`config.mk`:
```
export PLATFORM = sky130hd
export DESIGN_NAME = bpsc_controller
export DESIGN_NICKNAME = d
export VERILOG_FILES = /design/src/hdl/bpsc_controller.v
export VERILOG_INCLUDE_DIRS = /design/src /design/src/hdl
export SDC_FILE = /design/constraint.sdc
export NUM_CORES = 1
export LEC_CHECK = 0
export BUFFER_PORTS_ARGS = -buffer_cell sky130_fd_sc_hd__clkbuf_2
export CAP_MARGIN = 25
export CORE_UTILIZATION = 39
export DETAILED_ROUTE_END_ITERATION = 8
export PLACE_DENSITY = 0.63
export SETUP_SLACK_MARGIN = 0.2
export SLEW_MARGIN = 20
export SYNTH_ARGS = -nofsm -noshare
export SYNTH_HDL_FRONTEND = slang
export SYNTH_SLANG_ARGS = --single-unit
```
`constraint.sdc`:
```
create_clock -name clk_i -period 5.1 [get_ports clk_i]
set_input_delay 0.51 -clock clk_i [delete_from_list [all_inputs] [get_ports clk_i]]
set_output_delay 0.51 -clock clk_i [all_outputs]
set_load 0.01 [all_outputs]
```
`src/hdl/bpsc_defines.vh`:
```
// constants for the buck pwm and pulse-skipping controller
`ifndef BPSC_DEFINES_VH
`define BPSC_DEFINES_VH

// ----------------------------------------------------------------
// clock and timing
// ----------------------------------------------------------------
`define BPSC_CLK_KHZ          125000
`define BPSC_SW_FREQ_KHZ      4300
`define BPSC_PERIOD_CYCLES    (`BPSC_CLK_KHZ / `BPSC_SW_FREQ_KHZ)
`define BPSC_SCP_DIV          8
`define BPSC_SS_TIME_US       1000
`define BPSC_SS_CYCLES        (`BPSC_SS_TIME_US * (`BPSC_CLK_KHZ / 1000))
`define BPSC_WAKE_TIME_US     20
`define BPSC_WAKE_CYCLES      (`BPSC_WAKE_TIME_US * (`BPSC_CLK_KHZ / 1000))
`define BPSC_ZC_ENTRY_COUNT   5'd16
`define BPSC_RAMP_STEPS       256

// ----------------------------------------------------------------
// register offsets (byte addresses)
// ----------------------------------------------------------------
`define BPSC_REG_CTRL         8'h00
`define BPSC_REG_DEADTIME     8'h04
`define BPSC_REG_STATUS       8'h08

// ----------------------------------------------------------------
// field positions and reset values
// ----------------------------------------------------------------
`define BPSC_CTRL_RUN_BIT     0
`define BPSC_CTRL_FPWM_BIT    1
`define BPSC_CTRL_RESET       2'h1
`define BPSC_DEAD_RESET       4'h2
`define BPSC_ST_SUP_LSB       0
`define BPSC_ST_SKIP_BIT      2
`define BPSC_ST_PAUSE_BIT     3
`define BPSC_ST_ZC_LSB        4
`define BPSC_ST_HS_BIT        9
`define BPSC_ST_LS_BIT        10
`define BPSC_ST_SHORT_BIT     11
`define BPSC_ST_THERM_BIT     12
`define BPSC_ST_LOCK_BIT      13
`define BPSC_ST_EN_BIT        14
`define BPSC_ST_DROP_BIT      15

`endif

```
`src/hdl/bpsc_controller.v`:
```
// digital control of a synchronous buck converter with pwm and pulse-skipping modes
//
// Notes on behaviour
// pwm: high side on each period start
// pwm trip: high side off, low on
// pwm: low side holds until period end
// 16 zero-cross periods in row: skip
// period without zero cross clears counter
// skip pulses start on switching clock edge
// skip: high side off at 20% peak
// vout 1.5% high: off, pause switching
// vout back to nominal: resume pulses
// vout 1.5% low: back to pwm
// enable wakes reference, then soft-start
// enable low: switches off, discharge on
// overcurrent: high side off at once
// short detected: much lower switching frequency
// supply lockout acts as enable low
// thermal: shut down, restart from soft-start
// dropout: high side on at 100% (pwm only; skip mode ignores dropout)
// soft-start ramp reference only at start-up
// never both switches on; non-overlap gap
// skip: low side off at zero current
// shutdown clears counter and mode to pwm
//
// The implementer's own choices: the register offsets and the Wishbone interface to the registers.
`timescale 1ns/1ps
`include "bpsc_defines.vh"

module bpsc_controller #(
  parameter SS_CYCLES = `BPSC_SS_CYCLES
) (
  input  wire        clk_i,
  input  wire        rst_i,
  // wishbone classic slave
  input  wire        wb_cyc_i,
  input  wire        wb_stb_i,
  input  wire        wb_we_i,
  input  wire [7:0]  wb_adr_i,
  input  wire [3:0]  wb_sel_i,
  input  wire [31:0] wb_dat_i,
  output reg  [31:0] wb_dat_o,
  output reg         wb_ack_o,
  // pins and analog comparator indications
  input  wire        enable_i,
  input  wire        pwm_trip_i,
  input  wire        zero_cross_i,
  input  wire        skip_peak_i,
  input  wire        vout_high_i,
  input  wire        vout_below_nominal_i,
  input  wire        vout_low_i,
  input  wire        overcurrent_trip_i,
  input  wire        output_short_detect_i,
  input  wire        low_supply_lockout_i,
  input  wire        thermal_shutdown_i,
  input  wire        dropout_i,
  // power stage and analog controls
  output reg         high_side_on_o,
  output reg         low_side_on_o,
  output reg         discharge_on_o,
  output reg         reference_on_o,
  output reg  [7:0]  soft_start_ramp_o,
  output reg         soft_start_active_o,
  output reg         pulse_skipping_mode_o
);

  // ----------------------------------------------------------------
  // constants
  // ----------------------------------------------------------------
  // cycle counts worked out as integers, then cut to the counter widths
  localparam integer PERIOD_I  = `BPSC_PERIOD_CYCLES;
  localparam integer SHORT_I   = `BPSC_PERIOD_CYCLES * `BPSC_SCP_DIV;
  localparam integer WAKE_I    = `BPSC_WAKE_CYCLES;
  localparam integer SS_STEP_I = (SS_CYCLES / `BPSC_RAMP_STEPS) < 1 ? 1 : (SS_CYCLES / `BPSC_RAMP_STEPS);
  localparam [7:0]  PERIOD_CYC = PERIOD_I[7:0];
  localparam [7:0]  SHORT_CYC  = SHORT_I[7:0];
  localparam [11:0] WAKE_CYC   = WAKE_I[11:0];
  localparam [19:0] SS_STEP    = SS_STEP_I[19:0];

  localparam [1:0] SUP_OFF  = 2'h0;
  localparam [1:0] SUP_WAKE = 2'h1;
  localparam [1:0] SUP_SOFT = 2'h2;
  localparam [1:0] SUP_RUN  = 2'h3;

  localparam [1:0] PH_OFF = 2'h0;
  localparam [1:0] PH_HS  = 2'h1;
  localparam [1:0] PH_LS  = 2'h2;

  // ----------------------------------------------------------------
  // input synchronisers
  // ----------------------------------------------------------------
  reg  [11:0] sync1;
  reg  [11:0] sync2;
  wire        en_s     = sync2[0];
  wire        trip_s   = sync2[1];
  wire        zc_s     = sync2[2];
  wire        speak_s  = sync2[3];
  wire        vhigh_s  = sync2[4];
  wire        vnom_s   = sync2[5];
  wire        vlow_s   = sync2[6];
  wire        ocp_s    = sync2[7];
  wire        short_s  = sync2[8];
  wire        lock_s   = sync2[9];
  wire        therm_s  = sync2[10];
  wire        drop_s   = sync2[11];

  always @(posedge clk_i) begin
    if (rst_i) begin
      sync1 <= 12'h000;
      sync2 <= 12'h000;
    end else begin
      sync1 <= {dropout_i, thermal_shutdown_i, low_supply_lockout_i, output_short_detect_i,
                overcurrent_trip_i, vout_low_i, vout_below_nominal_i, vout_high_i,
                skip_peak_i, zero_cross_i, pwm_trip_i, enable_i};
      sync2 <= sync1;
    end
  end

  // ----------------------------------------------------------------
  // register file
  // ----------------------------------------------------------------
  reg  [1:0]  ctrl;
  reg  [3:0]  dead_cfg;
  reg  [1:0]  sup_state;
  reg         skip_mode;
  reg         paused;
  reg  [4:0]  zc_count;

  wire        wb_req = wb_cyc_i & wb_stb_i & ~wb_ack_o;

  function [31:0] bpsc_read;
    input [7:0] adr;
    begin
      bpsc_read = 32'h0000_0000;
      case (adr)
        `BPSC_REG_CTRL:     bpsc_read[1:0] = ctrl;
        `BPSC_REG_DEADTIME: bpsc_read[3:0] = dead_cfg;
        `BPSC_REG_STATUS: begin
          bpsc_read[`BPSC_ST_SUP_LSB+1:`BPSC_ST_SUP_LSB] = sup_state;
          bpsc_read[`BPSC_ST_SKIP_BIT]                   = skip_mode;
          bpsc_read[`BPSC_ST_PAUSE_BIT]                  = paused;
          bpsc_read[`BPSC_ST_ZC_LSB+4:`BPSC_ST_ZC_LSB]   = zc_count;
          bpsc_read[`BPSC_ST_HS_BIT]                     = high_side_on_o;
          bpsc_read[`BPSC_ST_LS_BIT]                     = low_side_on_o;
          bpsc_read[`BPSC_ST_SHORT_BIT]                  = short_s;
          bpsc_read[`BPSC_ST_THERM_BIT]                  = therm_s;
          bpsc_read[`BPSC_ST_LOCK_BIT]                   = lock_s;
          bpsc_read[`BPSC_ST_EN_BIT]                     = en_s;
          bpsc_read[`BPSC_ST_DROP_BIT]                   = drop_s;
        end
        default: bpsc_read = 32'h0000_0000;
      endcase
    end
  endfunction

  always @(posedge clk_i) begin
    if (rst_i) begin
      wb_ack_o <= 1'b0;
      wb_dat_o <= 32'h0000_0000;
      ctrl     <= `BPSC_CTRL_RESET;
      dead_cfg <= `BPSC_DEAD_RESET;
    end else begin
      wb_ack_o <= wb_req;
      wb_dat_o <= wb_req ? bpsc_read(wb_adr_i) : 32'h0000_0000;
      if (wb_req && wb_we_i && wb_sel_i[0]) begin
        if (wb_adr_i == `BPSC_REG_CTRL)
          ctrl <= wb_dat_i[1:0];
        if (wb_adr_i == `BPSC_REG_DEADTIME)
          dead_cfg <= wb_dat_i[3:0];
      end
    end
  end

  // ----------------------------------------------------------------
  // switching oscillator
  // ----------------------------------------------------------------
  reg  [7:0]  osc_cnt;
  wire [7:0]  osc_last = short_s ? SHORT_CYC - 8'h01 : PERIOD_CYC - 8'h01;
  wire        period_end = (osc_cnt >= osc_last);

  always @(posedge clk_i) begin
    if (rst_i)
      osc_cnt <= 8'h00;
    else if (period_end)
      osc_cnt <= 8'h00;
    else
      osc_cnt <= osc_cnt + 8'h01;
  end

  // ----------------------------------------------------------------
  // enable, reference wake and soft-start sequencing
  // ----------------------------------------------------------------
  reg  [11:0] wake_cnt;
  reg  [19:0] ss_pre;
  reg  [7:0]  ramp;
  wire        shutdown = ~en_s | lock_s | therm_s | ~ctrl[`BPSC_CTRL_RUN_BIT];
  wire        switching = (sup_state == SUP_SOFT) | (sup_state == SUP_RUN);

  always @(posedge clk_i) begin
    if (rst_i) begin
      sup_state <= SUP_OFF;
      wake_cnt  <= 12'h000;
      ss_pre    <= 20'h00000;
      ramp      <= 8'h00;
    end else if (shutdown) begin
      sup_state <= SUP_OFF;
      wake_cnt  <= 12'h000;
      ss_pre    <= 20'h00000;
      ramp      <= 8'h00;
    end else begin
      case (sup_state)
        SUP_OFF: begin
          sup_state <= SUP_WAKE;
        end
        SUP_WAKE: begin
          if (wake_cnt >= WAKE_CYC - 12'h001)
            sup_state <= SUP_SOFT;
          else
            wake_cnt <= wake_cnt + 12'h001;
        end
        SUP_SOFT: begin
          if (ss_pre >= SS_STEP - 20'h00001) begin
            ss_pre <= 20'h00000;
            if (ramp == 8'hff)
              sup_state <= SUP_RUN;
            else
              ramp <= ramp + 8'h01;
          end else begin
            ss_pre <= ss_pre + 20'h00001;
          end
        end
        SUP_RUN: begin
          ramp <= 8'hff;
        end
        default: sup_state <= SUP_OFF;
      endcase
    end
  end

  // ----------------------------------------------------------------
  // mode control: zero-cross counting and skip entry and exit
  // ----------------------------------------------------------------
  reg         zc_seen;

  always @(posedge clk_i) begin
    if (rst_i) begin
      skip_mode <= 1'b0;
      zc_count  <= 5'h00;
      zc_seen   <= 1'b0;
    end else if (!switching) begin
      skip_mode <= 1'b0;
      zc_count  <= 5'h00;
      zc_seen   <= 1'b0;
    end else if (skip_mode) begin
      zc_count <= 5'h00;
      zc_seen  <= 1'b0;
      if (vlow_s || ctrl[`BPSC_CTRL_FPWM_BIT])
        skip_mode <= 1'b0;
    end else if (period_end) begin
      zc_seen <= 1'b0;
      if (zc_seen || zc_s) begin
        if (zc_count >= `BPSC_ZC_ENTRY_COUNT - 5'h01) begin
          zc_count <= 5'h00;
          skip_mode <= ~ctrl[`BPSC_CTRL_FPWM_BIT];
        end else begin
          zc_count <= zc_count + 5'h01;
        end
      end else begin
        zc_count <= 5'h00;
      end
    end else if (zc_s) begin
      zc_seen <= 1'b1;
    end
  end

  // ----------------------------------------------------------------
  // switching phase within each period
  // ----------------------------------------------------------------
  reg  [1:0]  phase;

  always @(posedge clk_i) begin
    if (rst_i) begin
      phase  <= PH_OFF;
      paused <= 1'b0;
    end else if (!switching) begin
      phase  <= PH_OFF;
      paused <= 1'b0;
    end else if (!skip_mode) begin
      paused <= 1'b0;
      if (ocp_s) begin
        phase <= (phase == PH_HS) ? PH_LS : phase;
      end else if (period_end) begin
        phase <= PH_HS;
      end else if (phase == PH_HS && trip_s && !drop_s) begin
        phase <= PH_LS;
      end else if (phase == PH_HS && drop_s) begin
        phase <= PH_HS;
      end else if (phase == PH_LS) begin
        phase <= PH_LS;
      end
    end else begin
      case (phase)
        PH_HS: begin
          if (vhigh_s) begin
            phase  <= PH_LS;
            paused <= 1'b1;
          end else if (speak_s || ocp_s) begin
            phase <= PH_LS;
          end
        end
        PH_LS: begin
          if (zc_s)
            phase <= PH_OFF;
          else if (period_end && !paused && !ocp_s)
            phase <= PH_HS;
        end
        PH_OFF: begin
          if (paused && vnom_s)
            paused <= 1'b0;
          else if (period_end && !paused && !vhigh_s && !ocp_s)
            phase <= PH_HS;
        end
        default: phase <= PH_OFF;
      endcase
    end
  end

  // ----------------------------------------------------------------
  // gate drive with non-overlap gap
  // ----------------------------------------------------------------
  reg  [3:0]  dead_cnt;
  wire        hs_want = switching & (phase == PH_HS);
  wire        ls_want = switching & (phase == PH_LS);
  wire        turning_off = (high_side_on_o & ~hs_want) | (low_side_on_o & ~ls_want);
  wire        gap_done = (dead_cnt == 4'h0) & ~turning_off;

  // a gate may rise only when the other is off and the gap has run out
  function bpsc_gate;
    input want;
    input self_on;
    input other_on;
    input ready;
    begin
      bpsc_gate = want & (self_on | (~other_on & ready));
    end
  endfunction

  always @(posedge clk_i) begin
    if (rst_i) begin
      high_side_on_o <= 1'b0;
      low_side_on_o  <= 1'b0;
      dead_cnt       <= 4'h0;
    end else begin
      if (turning_off)
        dead_cnt <= dead_cfg;
      else if (dead_cnt != 4'h0)
        dead_cnt <= dead_cnt - 4'h1;
      high_side_on_o <= bpsc_gate(hs_want, high_side_on_o, low_side_on_o, gap_done);
      low_side_on_o  <= bpsc_gate(ls_want, low_side_on_o, high_side_on_o, gap_done);
    end
  end

  // ----------------------------------------------------------------
  // analog control outputs
  // ----------------------------------------------------------------
  always @(posedge clk_i) begin
    if (rst_i) begin
      discharge_on_o        <= 1'b1;
      reference_on_o        <= 1'b0;
      soft_start_ramp_o     <= 8'h00;
      soft_start_active_o   <= 1'b0;
      pulse_skipping_mode_o <= 1'b0;
    end else begin
      discharge_on_o        <= shutdown | (sup_state == SUP_OFF);
      reference_on_o        <= ~shutdown & (sup_state != SUP_OFF);
      soft_start_ramp_o     <= ramp;
      soft_start_active_o   <= (sup_state == SUP_SOFT);
      pulse_skipping_mode_o <= skip_mode;
    end
  end

endmodule

```
==> results.toml <==
[status]
status = "complete, no violations"

[logic_synthesis]
synthCells = 548
yosysSeqAreaShare_pct = 48.07
synth_top_family_by_area = "simple AND/OR/NAND/NOR gates"
synth_edf_count = 0
synth_flop_cell = "dfxtp_1"
synthArstFlopShare_pct = 0
synth_xor_area_share_pct = 2.692
synth_area_per_cell_um2 = 9.500
synthSimpleGateAreaFrac_pct = 25.04
synth_compound_area_share_pct = 12.04
ys_ff_latch = 125
synthMuxAreaShare_pct = 2.163
synth_fa_ha_area_share_pct = 5.047
ys_warn_count = 0
synth_area_um2 = 5206
yosysUniqueCellTypes = 68

[timing]
setup_ws_ps = 2614
slew_headroom_pct = 54.91
post-route-period-util_pct = 48.75
final_hold_viol_count = 0
finalSetupViolations = 0
drv_slew = 0
tns_ps = 0
post-route-min-period_ps = 2486
rsz0062_at_grt = "no"
final.setup_skew_ps = 6.514
fmax_ghz = 0.4022
tightest_slew_ps = 674.8

[clock_network]
holdBufCountCts = 0
numCtsBuffers = 17
clock_sinks = 125
cts_tree = "done"
path_clk_slew_ps = 50
cts-root-buf = "clkbuf_16"
post-cts-setup-buffer-count = 0
cts_resized = 0
clk_latency_ps = 410
clk_path_buf_depth = 2
htree_num_levels = 4

[final_layout]
final_cell_mix = "dfxtp_1 (125), nor2_1 (64), clkbuf_2 (60), nor2b_1 (41), a21oi_1 (29)"
nets = 693
final_cell_count_no_fill = 796
diodes = 0
drive_gt1_share_pct = 19.07
final_area_um2 = 6200
final_common_cell = "dfxtp_1"
areaGrowthSynthToFinish_pct = 19.08

[global_route]
use_met3_pct = 4.700
grt_max_degree = 51
grt_pass1_vias = 3736
met1_usage_pct = 17.42
grt_overflow = 0
grt.total_usage_pct = 15.40
use_met2_pct = 26.52
busiest_layer = "met2"
antenna_found_initial = 0
grt_pass1_wl_um = 17050

[route]
drt_wl_total_um = 9940
drc = 0
vias = 3847
drtPass1Iterations = 4
drt_iter0_markers = 227
wl_per_cell_um = 12.49
antenna_left = 0
vias_per_cell = 4.833

[place]
pre_cts_slack_ps = 2641
io_buffers = 60
dpl.hpwl_um = 6919
gp_congestion = 0.8516
dp.cells = 764
dpl_cell_area_um2 = 5599

[power_and_ir_drop]
p_clk_share_pct = 50.4
power_frac_comb_pct = 7.0
seqPwrFrac_pct = 42.6
p_per_area_nw_per_um2 = 385.9
sw_frac_of_total_pct = 21.95
p_leak_nw = 2.488
p_int_mw = 1.867
ir_worst_vdd_v = 0.0002328
switching_power_mw = 0.5252

[floorplanning]
dieArea_um2 = 13820
fp.coreArea_um2 = 12820
io_pins = 108
start_util_pct = 40.60
die_x_um = 117.5
fp-row-count = 41
fp.dieH_um = 117.5

[setup_path]
crit_path_end_kind = "register"
required_ps = 5450
cp-start-kind = "register"
path_max_fanout = 17
critPathKind = "reg -> reg"
critPathArrivalTime_ps = 2840

[min_path]
min_path_type = "in -> reg"

[flow_run]
cap_violations = 0
-- through the flow --
stage                     power [mW]  hold WS, ps  utilization, %
after detailed placement       1.207        425.4           43.66
after global placement         1.199        425.1           43.66
after floorplan                1.176        413.8               -
after CTS                      2.417        293.4           48.34
after global routing           2.489        305.9           48.34
final                          2.392        307.8           48.34
-- cells by family (layout without fill, tap and decap cells) --
group / count (synthesis) / in the layout
compound gates: 91 / 91
simple gates: 235 / 235
mux: 11 / 11
xor+xnor: 16 / 16
flops: 125 / 125
other cells: 1 / 16
buf+inv: 48 / 109
fa+ha+maj: 21 / 21
-- flip-flops by register name, indices dropped and copies added, names as in the netlist, 8 cells and up --
signal and cells:
sync1 12, ss_pre 20, wb_dat_o 16, soft_start_ramp_o 8, wake_cnt 12, sync2 12, ramp 8, osc_cnt 8
-- synthesized netlist by cell type (3+ instances only) --
| master | instances | share of area [%] |
|---|---|---|
| o21ai_0 | 17 | 1.6 |
| a211o_1 | 4 | 0.67 |
| a22oi_1 | 3 | 0.43 |
| ha_1 | 21 | 5.0 |
| nor2_1 | 64 | 4.6 |
| or4_1 | 3 | 0.43 |
| nor2_2 | 3 | 0.36 |
| buf_1 | 3 | 0.22 |
| dfxtp_1 | 125 | 48 |
| nand2_1 | 21 | 1.5 |
| nor4_1 | 3 | 0.36 |
| a31oi_1 | 4 | 0.48 |
| inv_1 | 14 | 1.0 |
| a21oi_1 | 29 | 2.8 |
| nor4b_1 | 3 | 0.50 |
| nand3_1 | 15 | 1.4 |
| nor2b_1 | 41 | 4.9 |
| nor3b_1 | 4 | 0.58 |
| and2_1 | 27 | 3.2 |
| a211oi_1 | 7 | 1.0 |
| nor3_1 | 10 | 0.96 |
| or3_1 | 6 | 0.72 |
| xnor2_1 | 7 | 1.2 |
| nor3_2 | 3 | 0.58 |
| buf_4 | 17 | 2.5 |
| o22ai_1 | 3 | 0.36 |
| nand2b_1 | 8 | 0.96 |
| a211oi_2 | 3 | 0.72 |
| and3_1 | 9 | 1.1 |
| clkbuf_1 | 11 | 0.79 |
| xor2_1 | 9 | 1.5 |
| mux2i_1 | 9 | 1.7 |
-- critical path, stage by stage (launching register included) --
cell	delay, ps
dfxtp_1	370
inv_1	140
ha_1	170
buf_4	230
nor4b_1	280
nand2_1	130
nor3_2	440
a2111o_1	250
mux2_1	330
nor2_1	90
-- cell type report --
type	instances	area (um2)
clock buffer	20	456.7
clock inverter	12	143.9
fill	1230	6625
inverter	14	52.55
multi-input combinational	390	2506
sequential	125	2502
tap	172	215.2
timing repair buffer	63	322.8
-- final timing paths --
check,start,endpoint,slack [ps],depth (start not counted)
worst max-delay path,sup_state[0]$_SDFFE_PP0P_,sup_state[0]$_SDFFE_PP0P_,2610,9
worst min-delay path,output_short_detect_i,sync1[8]$_SDFF_PP0_,310,2
worst max register to register,sup_state[0]$_SDFFE_PP0P_,sup_state[0]$_SDFFE_PP0P_,2610,9
worst min register to register,sync1[8]$_SDFF_PP0_,sync2[8]$_SDFF_PP0_,430,1
-- routing by layer --
layer  routed length (um)  part of all wire, %  up-vias
li1                     -                    -     1977
met1                 4407                   44     1796
met2                 4997                   50       59
met3                  368                  3.7       15
met4                  166                  1.7        0
met5                    0                    0        -
-- power by group through the flow --
| stage | logic [mW] | clock network [mW] | registers, mW |
|---|---|---|---|
| global placement | 0.161 | 0 | 1.04 |
| finish | 0.168 | 1.21 | 1.02 |
| floorplan | 0.141 | 0 | 1.04 |
| detailed placement | 0.167 | 0 | 1.04 |
| global route | 0.191 | 1.28 | 1.02 |
| CTS | 0.169 | 1.23 | 1.02 |
(Power assumes the default switching activity.)
